## src/include/timer_compare_pkg.sv

```systemverilog
package timer_compare_pkg;

    // ********************************
    // Register offsets on the byte port
    // ********************************
    localparam logic [3:0] ADDR_M4_LOW = 4'h0;
    localparam logic [3:0] ADDR_M4_HIGH = 4'h1;
    localparam logic [3:0] ADDR_M5_LOW = 4'h2;
    localparam logic [3:0] ADDR_M5_HIGH = 4'h3;
    localparam logic [3:0] ADDR_M4_CTL = 4'h4;
    localparam logic [3:0] ADDR_M5_CTL = 4'h5;
    localparam logic [3:0] ADDR_SHARED = 4'h6;
    localparam logic [3:0] ADDR_STATUS = 4'h7;
    localparam logic [3:0] ADDR_MASK = 4'h8;
    localparam logic [3:0] ADDR_CONFIG = 4'h9;

    // ********************************
    // Field layouts and reset values
    // ********************************
    localparam logic [7:0] RESET_BYTE = 8'h00;
    localparam logic [7:0] CTL_MASK = 8'h3F;
    localparam logic [7:0] ODS_MASK = 8'h1F;
    localparam logic [7:0] CFG_MASK = 8'h13;
    localparam logic [1:0] FLAG_MASK = 2'h3;
    localparam int CFG_TSEL4_BIT = 0;
    localparam int CFG_TSEL5_BIT = 1;
    localparam int CFG_ALT_MAP_BIT = 4;
    localparam int ODS_M4_BIT = 3;
    localparam int ODS_M5_BIT = 4;
    localparam int FLAG_M4_BIT = 0;
    localparam int FLAG_M5_BIT = 1;

    // ********************************
    // Mode select field codes and capture prescaler limits
    // ********************************
    localparam logic [3:0] MODE_OFF = 4'h0;
    localparam logic [3:0] MODE_TOGGLE = 4'h2;
    localparam logic [3:0] MODE_CAP_FALL = 4'h4;
    localparam logic [3:0] MODE_CAP_RISE = 4'h5;
    localparam logic [3:0] MODE_CAP_4TH = 4'h6;
    localparam logic [3:0] MODE_CAP_16TH = 4'h7;
    localparam logic [3:0] MODE_SET_HIGH = 4'h8;
    localparam logic [3:0] MODE_SET_LOW = 4'h9;
    localparam logic [3:0] MODE_SOFT_INT = 4'hA;
    localparam logic [3:0] MODE_SPECIAL = 4'hB;
    localparam logic [3:0] PRESCALE_1 = 4'h0;
    localparam logic [3:0] PRESCALE_4 = 4'h3;
    localparam logic [3:0] PRESCALE_16 = 4'hF;

    // Mode class decoders
    function automatic logic is_compare(input logic [3:0] m);
        return (m == MODE_TOGGLE) || (m[3:2] == 2'h2);
    endfunction

    function automatic logic is_capture(input logic [3:0] m);
        return m[3:2] == 2'h1;
    endfunction

    function automatic logic is_pwm(input logic [3:0] m);
        return m[3:2] == 2'h3;
    endfunction

endpackage

```

## src/verilog/compare_channel.sv

```systemverilog
`timescale 1ns/1ps
module compare_channel (
    // Clock and reset
    input wire logic i_clk_sys,
    input wire logic i_reset_n,
    // Register writes
    input wire logic i_wr_ctl,
    input wire logic i_wr_low,
    input wire logic i_wr_high,
    input wire logic [7:0] i_wdata,
    // Time bases and pin input
    input wire logic [15:0] i_timer,
    input wire logic [9:0] i_pwm_count,
    input wire logic i_pwm_period_end,
    input wire logic i_pin_in,
    // Channel state
    output logic [7:0] o_control,
    output logic [15:0] o_value,
    output logic o_match,
    output logic o_special_event,
    output logic o_pin_latch,
    output logic o_drives_pin
);
    logic [3:0] mode;
    logic [3:0] new_mode;
    logic equal_now;
    logic equal_seen;
    logic hit;
    logic pin_seen;
    logic edge_hit;
    logic [3:0] presc_count;
    logic [3:0] presc_limit;
    logic capture;
    logic [1:0] duty_low_bits;

    assign mode = o_control[3:0];
    assign new_mode = i_wdata[3:0];

    // Equality with the selected timer, only in compare modes
    assign equal_now = timer_compare_pkg::is_compare(mode) && (o_value == i_timer);
    // First cycle of equality only, so a stalled timer fires once
    assign hit = equal_now && !equal_seen;
    assign o_match = hit || capture;
    assign o_drives_pin = timer_compare_pkg::is_pwm(mode)
        || (timer_compare_pkg::is_compare(mode) && mode != timer_compare_pkg::MODE_SOFT_INT);

    // Equality history
    always_ff @(posedge i_clk_sys or negedge i_reset_n) begin
        if (!i_reset_n) begin
            equal_seen <= 1'b0;
        end else begin
            equal_seen <= equal_now;
        end
    end

    // Control register
    always_ff @(posedge i_clk_sys or negedge i_reset_n) begin
        if (!i_reset_n) begin
            o_control <= timer_compare_pkg::RESET_BYTE;
        end else if (i_wr_ctl) begin
            o_control <= i_wdata & timer_compare_pkg::CTL_MASK;
        end
    end

    // Capture edge choice and prescaler limit
    assign edge_hit = (mode == timer_compare_pkg::MODE_CAP_FALL) ? (pin_seen && !i_pin_in)
        : (!pin_seen && i_pin_in);
    always_comb begin
        unique case (mode)
            timer_compare_pkg::MODE_CAP_4TH: presc_limit = timer_compare_pkg::PRESCALE_4;
            timer_compare_pkg::MODE_CAP_16TH: presc_limit = timer_compare_pkg::PRESCALE_16;
            default: presc_limit = timer_compare_pkg::PRESCALE_1;
        endcase
    end
    assign capture = timer_compare_pkg::is_capture(mode) && edge_hit
        && (presc_count == presc_limit);

    // Prescaler survives a switch between capture modes; only leaving capture clears it
    always_ff @(posedge i_clk_sys or negedge i_reset_n) begin
        if (!i_reset_n) begin
            pin_seen <= 1'b0;
            presc_count <= 4'h0;
        end else begin
            pin_seen <= i_pin_in;
            if (!timer_compare_pkg::is_capture(mode)) begin
                presc_count <= 4'h0;
            end else if (edge_hit) begin
                presc_count <= capture ? 4'h0 : presc_count + 4'h1;
            end
        end
    end

    // Data pair; in pulse-width mode the high byte is the buffered duty and read-only
    always_ff @(posedge i_clk_sys or negedge i_reset_n) begin
        if (!i_reset_n) begin
            o_value <= 16'h0000;
        end else if (capture) begin
            o_value <= i_timer;
        end else begin
            if (i_wr_low) begin
                o_value[7:0] <= i_wdata;
            end
            if (timer_compare_pkg::is_pwm(mode) && i_pwm_period_end) begin
                o_value[15:8] <= o_value[7:0];
            end else if (i_wr_high && !timer_compare_pkg::is_pwm(mode)) begin
                o_value[15:8] <= i_wdata;
            end
        end
    end

    // Two-bit duty buffer beside the high byte
    always_ff @(posedge i_clk_sys or negedge i_reset_n) begin
        if (!i_reset_n) begin
            duty_low_bits <= 2'h0;
        end else if (mode == timer_compare_pkg::MODE_OFF) begin
            duty_low_bits <= 2'h0;
        end else if (timer_compare_pkg::is_pwm(mode) && i_pwm_period_end) begin
            duty_low_bits <= o_control[5:4];
        end
    end

    // Dedicated output latch, apart from the port data latch
    always_ff @(posedge i_clk_sys or negedge i_reset_n) begin
        if (!i_reset_n) begin
            o_pin_latch <= 1'b0;
        end else if (i_wr_ctl && new_mode == timer_compare_pkg::MODE_OFF) begin
            o_pin_latch <= 1'b0;
        end else if (i_wr_ctl && new_mode != mode
                && new_mode == timer_compare_pkg::MODE_SET_HIGH) begin
            o_pin_latch <= 1'b0;
        end else if (i_wr_ctl && new_mode != mode
                && new_mode == timer_compare_pkg::MODE_SET_LOW) begin
            o_pin_latch <= 1'b1;
        end else if (timer_compare_pkg::is_pwm(mode)) begin
            if (i_pwm_period_end) begin
                o_pin_latch <= {o_value[7:0], o_control[5:4]} != 10'h000;
            end else if ({o_value[15:8], duty_low_bits} == i_pwm_count) begin
                o_pin_latch <= 1'b0;
            end
        end else if (hit) begin
            unique case (mode)
                timer_compare_pkg::MODE_TOGGLE: o_pin_latch <= !o_pin_latch;
                timer_compare_pkg::MODE_SET_HIGH: o_pin_latch <= 1'b1;
                timer_compare_pkg::MODE_SET_LOW: o_pin_latch <= 1'b0;
                default: o_pin_latch <= o_pin_latch;
            endcase
        end
    end

    // Special event pulse, aligned with the flag
    always_ff @(posedge i_clk_sys or negedge i_reset_n) begin
        if (!i_reset_n) begin
            o_special_event <= 1'b0;
        end else begin
            o_special_event <= hit && mode == timer_compare_pkg::MODE_SPECIAL;
        end
    end

endmodule

```

## src/verilog/timer_compare_unit.sv

```systemverilog
// Behaviour
// Compare the 16-bit data pair with the selected timer every cycle.
// On match drive high, drive low, toggle, or leave pin to port latch.
// Match flag is set in the same cycle as the pin action.
// Software-interrupt compare code leaves the pin untouched.
// Software-interrupt match only requests interrupt, gated by its enable bit.
// Software runs the timer synchronised to the system clock.
// Software clears the port direction bit before using pin actions.
// Writing zero to module 5 control forces its compare latch low.
// Writing zero to module 4 or 5 control forces its output latch low.
// Pulse-width output uses a ten-bit duty cycle.
// Software switches capture prescaler by writing zero, then the new mode.
// Shared address shows open-drain select when alternate map bit is one.
// Codes: 0010 toggle, 1000 low-then-high, 1001 high-then-low, 1011 special event.
// Mode zero disables the module and clears its internal state.
// Capture codes 0100 to 0111 and pulse-width codes 11xx.
// Match flag stays set until software clears it.
// One match per timer value, not repeated while the timer stalls.
`timescale 1ns/1ps
module timer_compare_unit (
    // Clock and reset
    input wire logic i_clk_sys,
    input wire logic i_reset_n,
    // Register port
    input wire logic [3:0] i_addr,
    input wire logic [7:0] i_wdata,
    input wire logic i_wr,
    input wire logic i_rd,
    output logic [7:0] o_rdata,
    // Shared time bases
    input wire logic [15:0] i_first_shared_timer,
    input wire logic [15:0] i_second_shared_timer,
    input wire logic [9:0] i_pwm_count4,
    input wire logic i_pwm_period_end4,
    input wire logic [9:0] i_pwm_count5,
    input wire logic i_pwm_period_end5,
    // Port latch and direction, bit 0 module 4, bit 1 module 5
    input wire logic [1:0] i_port_latch,
    input wire logic [1:0] i_port_direction_bit,
    // Module pins
    input wire logic i_module4_pin,
    output logic o_module4_pin,
    output logic o_module4_pin_oe,
    input wire logic i_module5_pin,
    output logic o_module5_pin,
    output logic o_module5_pin_oe,
    // Events
    output logic [1:0] o_special_event,
    output logic o_irq
);

    // ********************************
    // Declarations
    // ********************************
    logic wr_low4;
    logic wr_high4;
    logic wr_ctl4;
    logic wr_low5;
    logic wr_high5;
    logic wr_ctl5;
    logic alt_map;
    logic [7:0] config_bits;
    logic [7:0] open_drain_select;
    logic [1:0] match_event_flag;
    logic [1:0] match_event_enable;
    logic [1:0] flag_clear;
    logic [15:0] timer4;
    logic [15:0] timer5;
    logic [7:0] ctl4;
    logic [7:0] ctl5;
    logic [15:0] value4;
    logic [15:0] value5;
    logic match4;
    logic match5;
    logic latch4;
    logic latch5;
    logic drives4;
    logic drives5;
    logic level4;
    logic level5;
    logic [7:0] next_rdata;

    // Pin drive: {value, enable}; open-drain only ever pulls low
    function automatic logic [1:0] pin_drive(input logic level, input logic od,
            input logic dir);
        logic [1:0] r;
        r[1] = od ? 1'b0 : level;
        r[0] = !dir && (!od || !level);
        return r;
    endfunction

    // ********************************
    // Register port decode
    // ********************************
    // Writes are single-cycle strobes; no wait states
    assign wr_low4 = i_wr && i_addr == timer_compare_pkg::ADDR_M4_LOW;
    assign wr_high4 = i_wr && i_addr == timer_compare_pkg::ADDR_M4_HIGH;
    assign wr_ctl4 = i_wr && i_addr == timer_compare_pkg::ADDR_M4_CTL;
    assign wr_low5 = i_wr && i_addr == timer_compare_pkg::ADDR_M5_LOW;
    assign wr_high5 = i_wr && i_addr == timer_compare_pkg::ADDR_M5_HIGH;
    assign wr_ctl5 = i_wr && i_addr == timer_compare_pkg::ADDR_M5_CTL;
    assign alt_map = config_bits[timer_compare_pkg::CFG_ALT_MAP_BIT];

    // Timer selection and map switch
    always_ff @(posedge i_clk_sys or negedge i_reset_n) begin
        if (!i_reset_n) begin
            config_bits <= timer_compare_pkg::RESET_BYTE;
        end else if (i_wr && i_addr == timer_compare_pkg::ADDR_CONFIG) begin
            config_bits <= i_wdata & timer_compare_pkg::CFG_MASK;
        end
    end

    // Open-drain select; writable only while mapped in, the timer byte is not ours
    always_ff @(posedge i_clk_sys or negedge i_reset_n) begin
        if (!i_reset_n) begin
            open_drain_select <= timer_compare_pkg::RESET_BYTE;
        end else if (i_wr && i_addr == timer_compare_pkg::ADDR_SHARED && alt_map) begin
            open_drain_select <= i_wdata & timer_compare_pkg::ODS_MASK;
        end
    end

    // ********************************
    // Timer routing
    // ********************************
    // Which shared timer each module watches
    assign timer4 = config_bits[timer_compare_pkg::CFG_TSEL4_BIT]
        ? i_second_shared_timer : i_first_shared_timer;
    assign timer5 = config_bits[timer_compare_pkg::CFG_TSEL5_BIT]
        ? i_second_shared_timer : i_first_shared_timer;

    // ********************************
    // Channels
    // ********************************
    compare_channel chan4 (
        .i_clk_sys(i_clk_sys),
        .i_reset_n(i_reset_n),
        .i_wr_ctl(wr_ctl4),
        .i_wr_low(wr_low4),
        .i_wr_high(wr_high4),
        .i_wdata(i_wdata),
        .i_timer(timer4),
        .i_pwm_count(i_pwm_count4),
        .i_pwm_period_end(i_pwm_period_end4),
        .i_pin_in(i_module4_pin),
        .o_control(ctl4),
        .o_value(value4),
        .o_match(match4),
        .o_special_event(o_special_event[0]),
        .o_pin_latch(latch4),
        .o_drives_pin(drives4)
    );

    compare_channel chan5 (
        .i_clk_sys(i_clk_sys),
        .i_reset_n(i_reset_n),
        .i_wr_ctl(wr_ctl5),
        .i_wr_low(wr_low5),
        .i_wr_high(wr_high5),
        .i_wdata(i_wdata),
        .i_timer(timer5),
        .i_pwm_count(i_pwm_count5),
        .i_pwm_period_end(i_pwm_period_end5),
        .i_pin_in(i_module5_pin),
        .o_control(ctl5),
        .o_value(value5),
        .o_match(match5),
        .o_special_event(o_special_event[1]),
        .o_pin_latch(latch5),
        .o_drives_pin(drives5)
    );

    // ********************************
    // Pins
    // ********************************
    // Outside an output mode the pin follows the port latch
    assign level4 = drives4 ? latch4 : i_port_latch[0];
    assign level5 = drives5 ? latch5 : i_port_latch[1];
    assign {o_module4_pin, o_module4_pin_oe} = pin_drive(level4,
        open_drain_select[timer_compare_pkg::ODS_M4_BIT], i_port_direction_bit[0]);
    assign {o_module5_pin, o_module5_pin_oe} = pin_drive(level5,
        open_drain_select[timer_compare_pkg::ODS_M5_BIT], i_port_direction_bit[1]);

    // ********************************
    // Interrupt flags and enables
    // ********************************
    assign flag_clear = (i_wr && i_addr == timer_compare_pkg::ADDR_STATUS)
        ? i_wdata[1:0] : 2'h0;

    // Sticky flags; a match beside a clear wins so no event is lost
    always_ff @(posedge i_clk_sys or negedge i_reset_n) begin
        if (!i_reset_n) begin
            match_event_flag <= 2'h0;
        end else begin
            match_event_flag <= (match_event_flag & ~flag_clear) | {match5, match4};
        end
    end

    // Enable bits of the same layout
    always_ff @(posedge i_clk_sys or negedge i_reset_n) begin
        if (!i_reset_n) begin
            match_event_enable <= 2'h0;
        end else if (i_wr && i_addr == timer_compare_pkg::ADDR_MASK) begin
            match_event_enable <= i_wdata[1:0] & timer_compare_pkg::FLAG_MASK;
        end
    end

    // Level request while any enabled flag stands
    assign o_irq = |(match_event_flag & match_event_enable);

    // ********************************
    // Read data
    // ********************************
    always_comb begin
        next_rdata = timer_compare_pkg::RESET_BYTE;
        unique case (i_addr)
            timer_compare_pkg::ADDR_M4_LOW: next_rdata = value4[7:0];
            timer_compare_pkg::ADDR_M4_HIGH: next_rdata = value4[15:8];
            timer_compare_pkg::ADDR_M5_LOW: next_rdata = value5[7:0];
            timer_compare_pkg::ADDR_M5_HIGH: next_rdata = value5[15:8];
            timer_compare_pkg::ADDR_M4_CTL: next_rdata = ctl4;
            timer_compare_pkg::ADDR_M5_CTL: next_rdata = ctl5;
            timer_compare_pkg::ADDR_SHARED: begin
                next_rdata = alt_map ? open_drain_select : i_first_shared_timer[15:8];
            end
            timer_compare_pkg::ADDR_STATUS: next_rdata = {6'h00, match_event_flag};
            timer_compare_pkg::ADDR_MASK: next_rdata = {6'h00, match_event_enable};
            timer_compare_pkg::ADDR_CONFIG: next_rdata = config_bits;
            default: next_rdata = timer_compare_pkg::RESET_BYTE;
        endcase
    end

    // Data stand one cycle after the strobe and read as zero otherwise
    always_ff @(posedge i_clk_sys or negedge i_reset_n) begin
        if (!i_reset_n) begin
            o_rdata <= timer_compare_pkg::RESET_BYTE;
        end else begin
            o_rdata <= i_rd ? next_rdata : timer_compare_pkg::RESET_BYTE;
        end
    end
endmodule

```

## config.mk

```make
export PLATFORM = sky130hd
export DESIGN_NAME = timer_compare_unit
export DESIGN_NICKNAME = d
export VERILOG_FILES = /design/src/include/timer_compare_pkg.sv /design/src/verilog/compare_channel.sv /design/src/verilog/timer_compare_unit.sv
export SDC_FILE = /design/constraint.sdc
export NUM_CORES = 1
export LEC_CHECK = 0
export ABC_AREA = 0
export BUFFER_PORTS_ARGS = -buffer_cell sky130_fd_sc_hd__clkbuf_2
export CORE_ASPECT_RATIO = 1.4
export CORE_MARGIN = 2
export CORE_UTILIZATION = 62
export DETAILED_ROUTE_END_ITERATION = 7
export PLACE_DENSITY = 0.86
export SKIP_LAST_GASP = 1
export SYNTH_ARGS = -nofsm -noshare
export SYNTH_HDL_FRONTEND = slang
export SYNTH_SLANG_ARGS = --single-unit
```

## constraint.sdc

```tcl
create_clock -name i_clk_sys -period 3.05 [get_ports i_clk_sys]
set_input_delay 0.305 -clock i_clk_sys [delete_from_list [all_inputs] [get_ports i_clk_sys]]
set_output_delay 0.305 -clock i_clk_sys [all_outputs]
set_load 0.02 [all_outputs]
```

# Word level (Yosys, flattened, before mapping)
# Cells that the tools add are included.
# W data, S select, Z words.
totals:
  ff_bits: 84
  in_bits: 76
  out_inout_bits: 15
  word_cells: 206
op_classes:
  addsub: 2
  n_eq_ne: 45
  muxes: 48
  bitwise_logic: 4
  n_reduce_logical: 84
op_table:
  columns: ["op", "n"]
  rows:
  - ["$pmux W8 S10", 1]
  - ["$mux W16", 4]
  - ["$mux W8", 8]
  - ["$logic_and A1 B1 Y1", 41]
  - ["$eq A4 B3 Y1 const B", 10]
  - ["$eq A4 B4 Y1 const B", 10]
  - ["$eq A16 B16 Y1", 2]
  - ["$mux W4", 6]
  - ["$eq A10 B10 Y1", 2]
  - ["$mux W1", 20]
  - ["$reduce_bool A10 Y1", 2]
  - ["$eq A4 B2 Y1 const B", 4]
  - ["$logic_not A1 Y1", 16]
  - ["$logic_not A4 Y1", 4]
  - ["$pmux W4 S2", 2]
  - ["$reduce_bool A7 Y1", 2]
  - ["$ne A6 B6 Y1 const B", 2]
  - ["$mux W2", 5]
  - ["$reduce_bool A5 Y1", 2]
  - ["$add A4 B1 Y4 const B", 2]
  - ["$eq A2 B2 Y1 const B", 4]
  - ["$eq A4 B4 Y1", 2]
  - ["$logic_or A1 B1 Y1", 8]
  - ["$ne A4 B4 Y1", 2]
  - ["other kinds (12)", 22]

# Longest topological paths before layout
logic_depth:
  depth_word: 9
  ltp_mapped: 10
  depth_no_buf: 6

# Modules after synthesis
# Synthesis repeated with hierarchy kept, for this count alone.
hier_totals:
  cells_unflattened: 653
  area_unflattened_um2: 6043.3
modules_own_cells:
  columns: ["mod", "instances", "cells_each", "area_each_um2", "seq_area_each_um2"]
  rows:
  - ["compare_channel (chan4)", 1, 234, 2099.5, 800.8]
  - ["compare_channel (chan5)", 1, 223, 2053.2, 800.8]
  - ["timer_compare_unit", 1, 196, 1890.6, 500.5]

# Worst setup path before layout
# No wires, ideal clock.
synth_timing:
  path_kind: "reg2reg"
  start: "reg config_bits[1]"
  end: "reg chan5.o_pin_latch"
  setup_ns: 0.125
  arrival_ns: 1.920
  required_ns: 2.925
  setup_slack_ns: 1.006
  stages_incl_launch_ff: 9
  path_buffers: 2
  period_less_slack_ns: 2.044
  cell_sequence: "dfrtp_1 buf_2 buf_4 mux2i_1 xnor2_1 nor4_1 nand3_1 o21ai_0 mux2_2"
synth_via:
  elab_chain_cells: 6
synth_rtl:
  columns: ["element", "line", "source"]
  rows:
  - ["from (decl)", "timer_compare_unit.sv:62", "logic [7:0] config_bits;"]
  - ["from (signal assigned)", "timer_compare_unit.sv:107", "config_bits <= timer_compare_pkg::RESET_BYTE;"]
  - ["from (signal assigned)", "timer_compare_unit.sv:109", "config_bits <= i_wdata & timer_compare_pkg::CFG_MASK;"]
  - ["$mux W16", "timer_compare_unit.sv:129", "? i_second_shared_timer : i_first_shared_timer;"]
  - ["$eq A16 B16 Y1", "compare_channel.sv:40", "assign equal_now = timer_compare_pkg::is_compare(mode) && (o_value == i_timer);"]
  - ["$logic_and A1 B1 Y1", "compare_channel.sv:40", null]
  - ["$logic_and A1 B1 Y1", "compare_channel.sv:42", "assign hit = equal_now && !equal_seen;"]
  - ["$reduce_bool A5 Y1 (no source line)", null, null]
  - ["$reduce_and A3 Y1 (no source line)", null, null]
  - ["to (signal assigned)", "compare_channel.sv:142", "timer_compare_pkg::MODE_TOGGLE: o_pin_latch <= !o_pin_latch;"]
  - ["to (signal assigned)", "compare_channel.sv:145", "default: o_pin_latch <= o_pin_latch;"]
  - ["to (decl)", "compare_channel.sv:21", "output logic o_pin_latch,"]
# No other way between the ends.
# A chain may end at the register's enable or synchronous reset.

# Final worst setup path
# Same ends and word-level chain as after synthesis.

==> flow_summary.rst <==
.. list-table::
   :header-rows: 1

   * - Metric
     - Value
   * - Sum of routed wire length over all layers
     - approximately 18 mm
   * - RD Place Congestion
     - 1.03
   * - Wire length of the first global-routing pass
     - 28.4 mm
   * - Kind of end point of the critical path
     - flip-flop
   * - Worst vdd ir
     - 0.536 mV
   * - Layer with the highest usage after global routing
     - met2
   * - Starting density of the core
     - 63.9%
   * - Largest stage delay on the critical path
     - between 0.7 and 0.8 ns
   * - Die extent in x
     - about 86 um
   * - Distinct cells, synth
     - 58
   * - Skew final
     - 0.0115 ns
   * - Cell with the biggest individual delay on the critical path
     - dfrtp_1
   * - Detailed Route Iter0 Violations
     - 616
   * - Boundary pin count
     - 91
   * - Vias in the first global route
     - 5215
   * - Remaining max-slew budget at the tightest pin
     - 27.1%
   * - CTS tree
     - done
   * - GR Layer Usage met1
     - around 47%
   * - Total grt overflow
     - 0
   * - Number of standard cells in the final layout excluding fillers
     - approximately 790
   * - Area leader, netlist
     - dfrtp_1
   * - Register bit total from synthesis
     - between 80 and 90
   * - Worst Setup Start Kind
     - flip-flop
   * - Antenna Cells
     - 0
   * - Worst r2r src
     - config_bits[1]$_DFFE_PN0P_
   * - Vertical die dimension
     - ~120 um
   * - Max Slew Vio Count
     - 0
   * - Critical Path AT
     - between 2 and 3 ns
   * - Result of the run
     - finished with violations
   * - Footprint of the flip-flops and latches
     - ~2100 sq um
   * - Pre-Repair DR Iteration Count
     - 7
   * - List of cells traversed by the critical path
     - mux2i_1 > xnor2_1 > nor4_1 > nand4_1 > o21ai_0 > mux2_2
   * - Unrepaired setup endpoints after global routing
     - no
   * - Htree depth
     - 3
   * - Capture point of the worst reg-to-reg path
     - chan5.o_pin_latch$_DFFE_PN0P_
   * - Final Critical Period
     - approximately 2.5 ns
   * - Synth async-reset ratio
     - 100%
   * - Quantity of I/O buffers inserted on ports
     - 90
   * - Combined buffer and inverter count along the critical path
     - 0
   * - Number of maximum-capacitance constraint violations
     - 0
   * - CTS Hold Buffers Added
     - 0
   * - Most numerous cell in the Yosys netlist
     - dfrtp_1
   * - Combined global-route utilization of all metal layers
     - between 30% and 40%
   * - Timing-limited maximum frequency
     - approximately 400 MHz
   * - CP Data Required Time
     - 3.28 ns
   * - Hold Crit Class
     - primary input to flip-flop
   * - Number of CTS-inserted buffers
     - 9
   * - Share of layout cells above drive strength 1
     - between 20% and 30%
   * - Total standard cell area after synthesis
     - slightly below 6000 sq um
   * - Finish-stage setup viols
     - 0
   * - Final antenna-violating net count
     - 0
   * - Half-perimeter wire length after detailed placement
     - ~13 mm
   * - Global routing met3 resource utilization
     - 6.63%
   * - FF-to-FF setup slack
     - 0.56 ns
   * - Crit share post-route
     - 81.5%
   * - Die footprint
     - 10200 sq um
   * - Ranking of synthesized cells by instance count
     - dfrtp_1 (84), mux2_2 (51), nor2_1 (50)
   * - Pin count of the biggest net entering global routing
     - 85
   * - Clock latency on the worst-skew pair
     - between 0.3 and 0.4 ns
   * - Detail-routed net length per standard cell
     - 22.8 um
   * - Sink count of the clock tree
     - 84
   * - LEAKAGE
     - ~2.9 nW
   * - DR vias
     - between 5000 and 6000
   * - Layout overhead on the synthesized area
     - 13.0%
   * - Power Density
     - ~750 nW/um^2
   * - Average cell area after synthesis
     - approximately 9.5 sq um
   * - Met2 layer usage reported by global route
     - about three fifths
   * - Leading cell types by total area after synthesis
     - dfrtp_1 (36%), mux2_2 (9.9%), mux2i_1 (7.1%)
   * - Synthesized net count
     - a little under 700
   * - Number of instances in the synthesized netlist
     - between 600 and 700
   * - # fillers
     - 698
   * - Via count normalized by instance count
     - 6.62
   * - Pre-CTS WS
     - roughly 0.6 ns
   * - Max Fanout on Critical Path
     - 13
   * - Failing checks
     - DRC
   * - Fraction of post-synthesis cell area in the top cell type by area
     - 36.2%
   * - Worst-case reg-to-reg path depth
     - 6
   * - Final Hold Violating Endpoints
     - 0
   * - Post-layout worst setup margin
     - 0.564 ns
   * - Placed insts
     - between 700 and 800
   * - Number of rows in the core area
     - 41
   * - Worst setup path category
     - flip-flop to flip-flop
   * - Clock Tree Root
     - clkbuf_16
   * - CTS clock-pin slew for the worst setup and hold paths
     - around 0.070 ns
   * - Slew at the pin closest to its max-slew limit
     - approximately 1.1 ns
   * - Primary flip-flop cell chosen by synthesis mapping
     - dfrtp_1
   * - Number of synthesized flops with an enable pin
     - 0
   * - Critical Path Stages
     - 6
   * - Hold path start
     - i_module5_pin
   * - Sequential fraction of the synthesis area
     - between 30% and 40%
   * - Post-CTS Resized
     - 0
   * - Destination of the worst hold path
     - chan5.pin_seen$_DFF_PN0_
   * - Final core utilization
     - slightly above 70%
   * - Setup repair bufs after CTS
     - 0
   * - Net count, final
     - ~760
   * - Hold Path Depth
     - 1
   * - Initial antenna violation count
     - 0
   * - Number of warnings issued by yosys
     - 0
   * - Number of buffers on the longest clock path
     - 2
   * - Core area
     - 9080 sq um
   * - Kind of cell adding the most delay to the critical path
     - flip-flops
   * - Total area of multi-input combinational cells
     - between 3000 and 4000 sq um
   * - # DRC
     - 8
   * - Setup TNS Final
     - 0 ns
==> report_power, final <==
part	switching, mW	internal (mW)	leakage [nW]
sequential	0.672	1.44	1.06
combinational	0.808	0.907	1.73
clock	0.469	0.635	0.142
==> worst register-to-register path: stages, from the launching register on <==
cell and delay [ns]:
dfrtp_1 0.75, mux2i_1 0.36, xnor2_1 0.10, nor4_1 0.47, nand4_1 0.16, o21ai_0 0.19, mux2_2 0.35
==> cell usage in the layout (no fill, tap or decap), types with 3 or more instances in the layout <==
master / netlist / final
xor2_1: 25 / 25
nor2_1: 50 / 50
nor3_1: 17 / 17
a21o_1: 8 / 8
or3_1: 4 / 4
a22oi_1: 8 / 8
mux4_2: 5 / 5
buf_4: 4 / 10
nand4_1: 7 / 7
mux2i_2: 3 / 3
nand3_1: 13 / 13
nor2b_1: 14 / 14
nor4_1: 13 / 13
clkbuf_2: 0 / 89
mux2i_1: 41 / 41
a221oi_1: 11 / 11
a211o_1: 3 / 3
nand3b_1: 3 / 3
nand2_1: 42 / 42
clkbuf_16: 0 / 9
nor3b_1: 3 / 3
xnor2_1: 36 / 36
and4_1: 3 / 3
o21ai_1: 3 / 3
nand2b_1: 4 / 4
mux2_2: 51 / 51
o21ai_0: 25 / 25
inv_1: 3 / 3
dfrtp_1: 84 / 84
a21oi_1: 48 / 48
and3_1: 8 / 8
a31oi_1: 3 / 3
==> per-layer routing <==
metal  share of wire, %  wire, um
met1                 39      7000
met2                 48      8680
met3                8.0      1440
met4                5.2       932
met5                  0         0
==> logic make-up (layout without fill, tap and decap cells) <==
logic type               count (synthesis)  after routing  share of synthesized area [%]
AO/OA/AOI/OAI                          123            123                           13.4
XOR/XNOR                                61             61                           9.20
adder cells (fa/ha/maj)                  2              2                          0.431
buffers and inverters                   42            118                           3.58
flip-flops                              84             84                           36.2
multiplexers                           101            101                           19.9
AND/OR/NAND/NOR                        195            195                           17.3
==> registers in the layout, indices dropped and copies added (netlist names) <==
name                   count
chan5.presc_count          4
match_event_enable         2
open_drain_select          5
chan4.o_special_event      1
chan4.o_pin_latch          1
chan5.o_control            6
chan5.pin_seen             1
chan4.duty_low_bits        2
chan5.duty_low_bits        2
chan4.o_control            6
chan4.equal_seen           1
chan4.presc_count          4
chan5.o_value             16
o_rdata                    8
chan5.o_special_event      1
match_event_flag           2
chan4.pin_seen             1
config_bits                3
chan5.o_pin_latch          1
chan4.o_value             16
chan5.equal_seen           1
==> per-stage QoR <==
step	power [mW]	hold WS, ns	area (sq um)
after floorplan	3.21	0.00941	5800
after global placement	3.74	0.442	6260
after detailed placement	3.80	0.443	6260
after CTS	4.90	0.0959	6560
after global routing	5.18	0.0999	6560
final	4.93	0.107	6560
==> how the worst max path moves through the flow <==
stage,from,endpoint,slack (ns)
floorplan,config_bits[1]$_DFFE_PN0P_,chan5.o_pin_latch$_DFFE_PN0P_,1.01
global placement,config_bits[1]$_DFFE_PN0P_,chan5.o_pin_latch$_DFFE_PN0P_,0.64
detailed placement,config_bits[1]$_DFFE_PN0P_,chan5.o_pin_latch$_DFFE_PN0P_,0.61
CTS,config_bits[1]$_DFFE_PN0P_,chan5.o_pin_latch$_DFFE_PN0P_,0.58
global route,config_bits[1]$_DFFE_PN0P_,chan5.o_pin_latch$_DFFE_PN0P_,0.34
finish,config_bits[1]$_DFFE_PN0P_,chan5.o_pin_latch$_DFFE_PN0P_,0.56
==> final cells by class <==
| cell class | count | area share (%) |
|---|---|---|
| Timing Repair Buffer | 99 | 7.94 |
| Clock inverter | 6 | 0.992 |
| Sequential cell | 84 | 32.1 |
| Tap cell | 107 | 2.04 |
| Inverter | 3 | 0.172 |
| Clock buffer | 10 | 3.49 |
| Multi-Input combinational cell | 482 | 53.3 |
No activity file was read; power rests on OpenSTA's default activity.
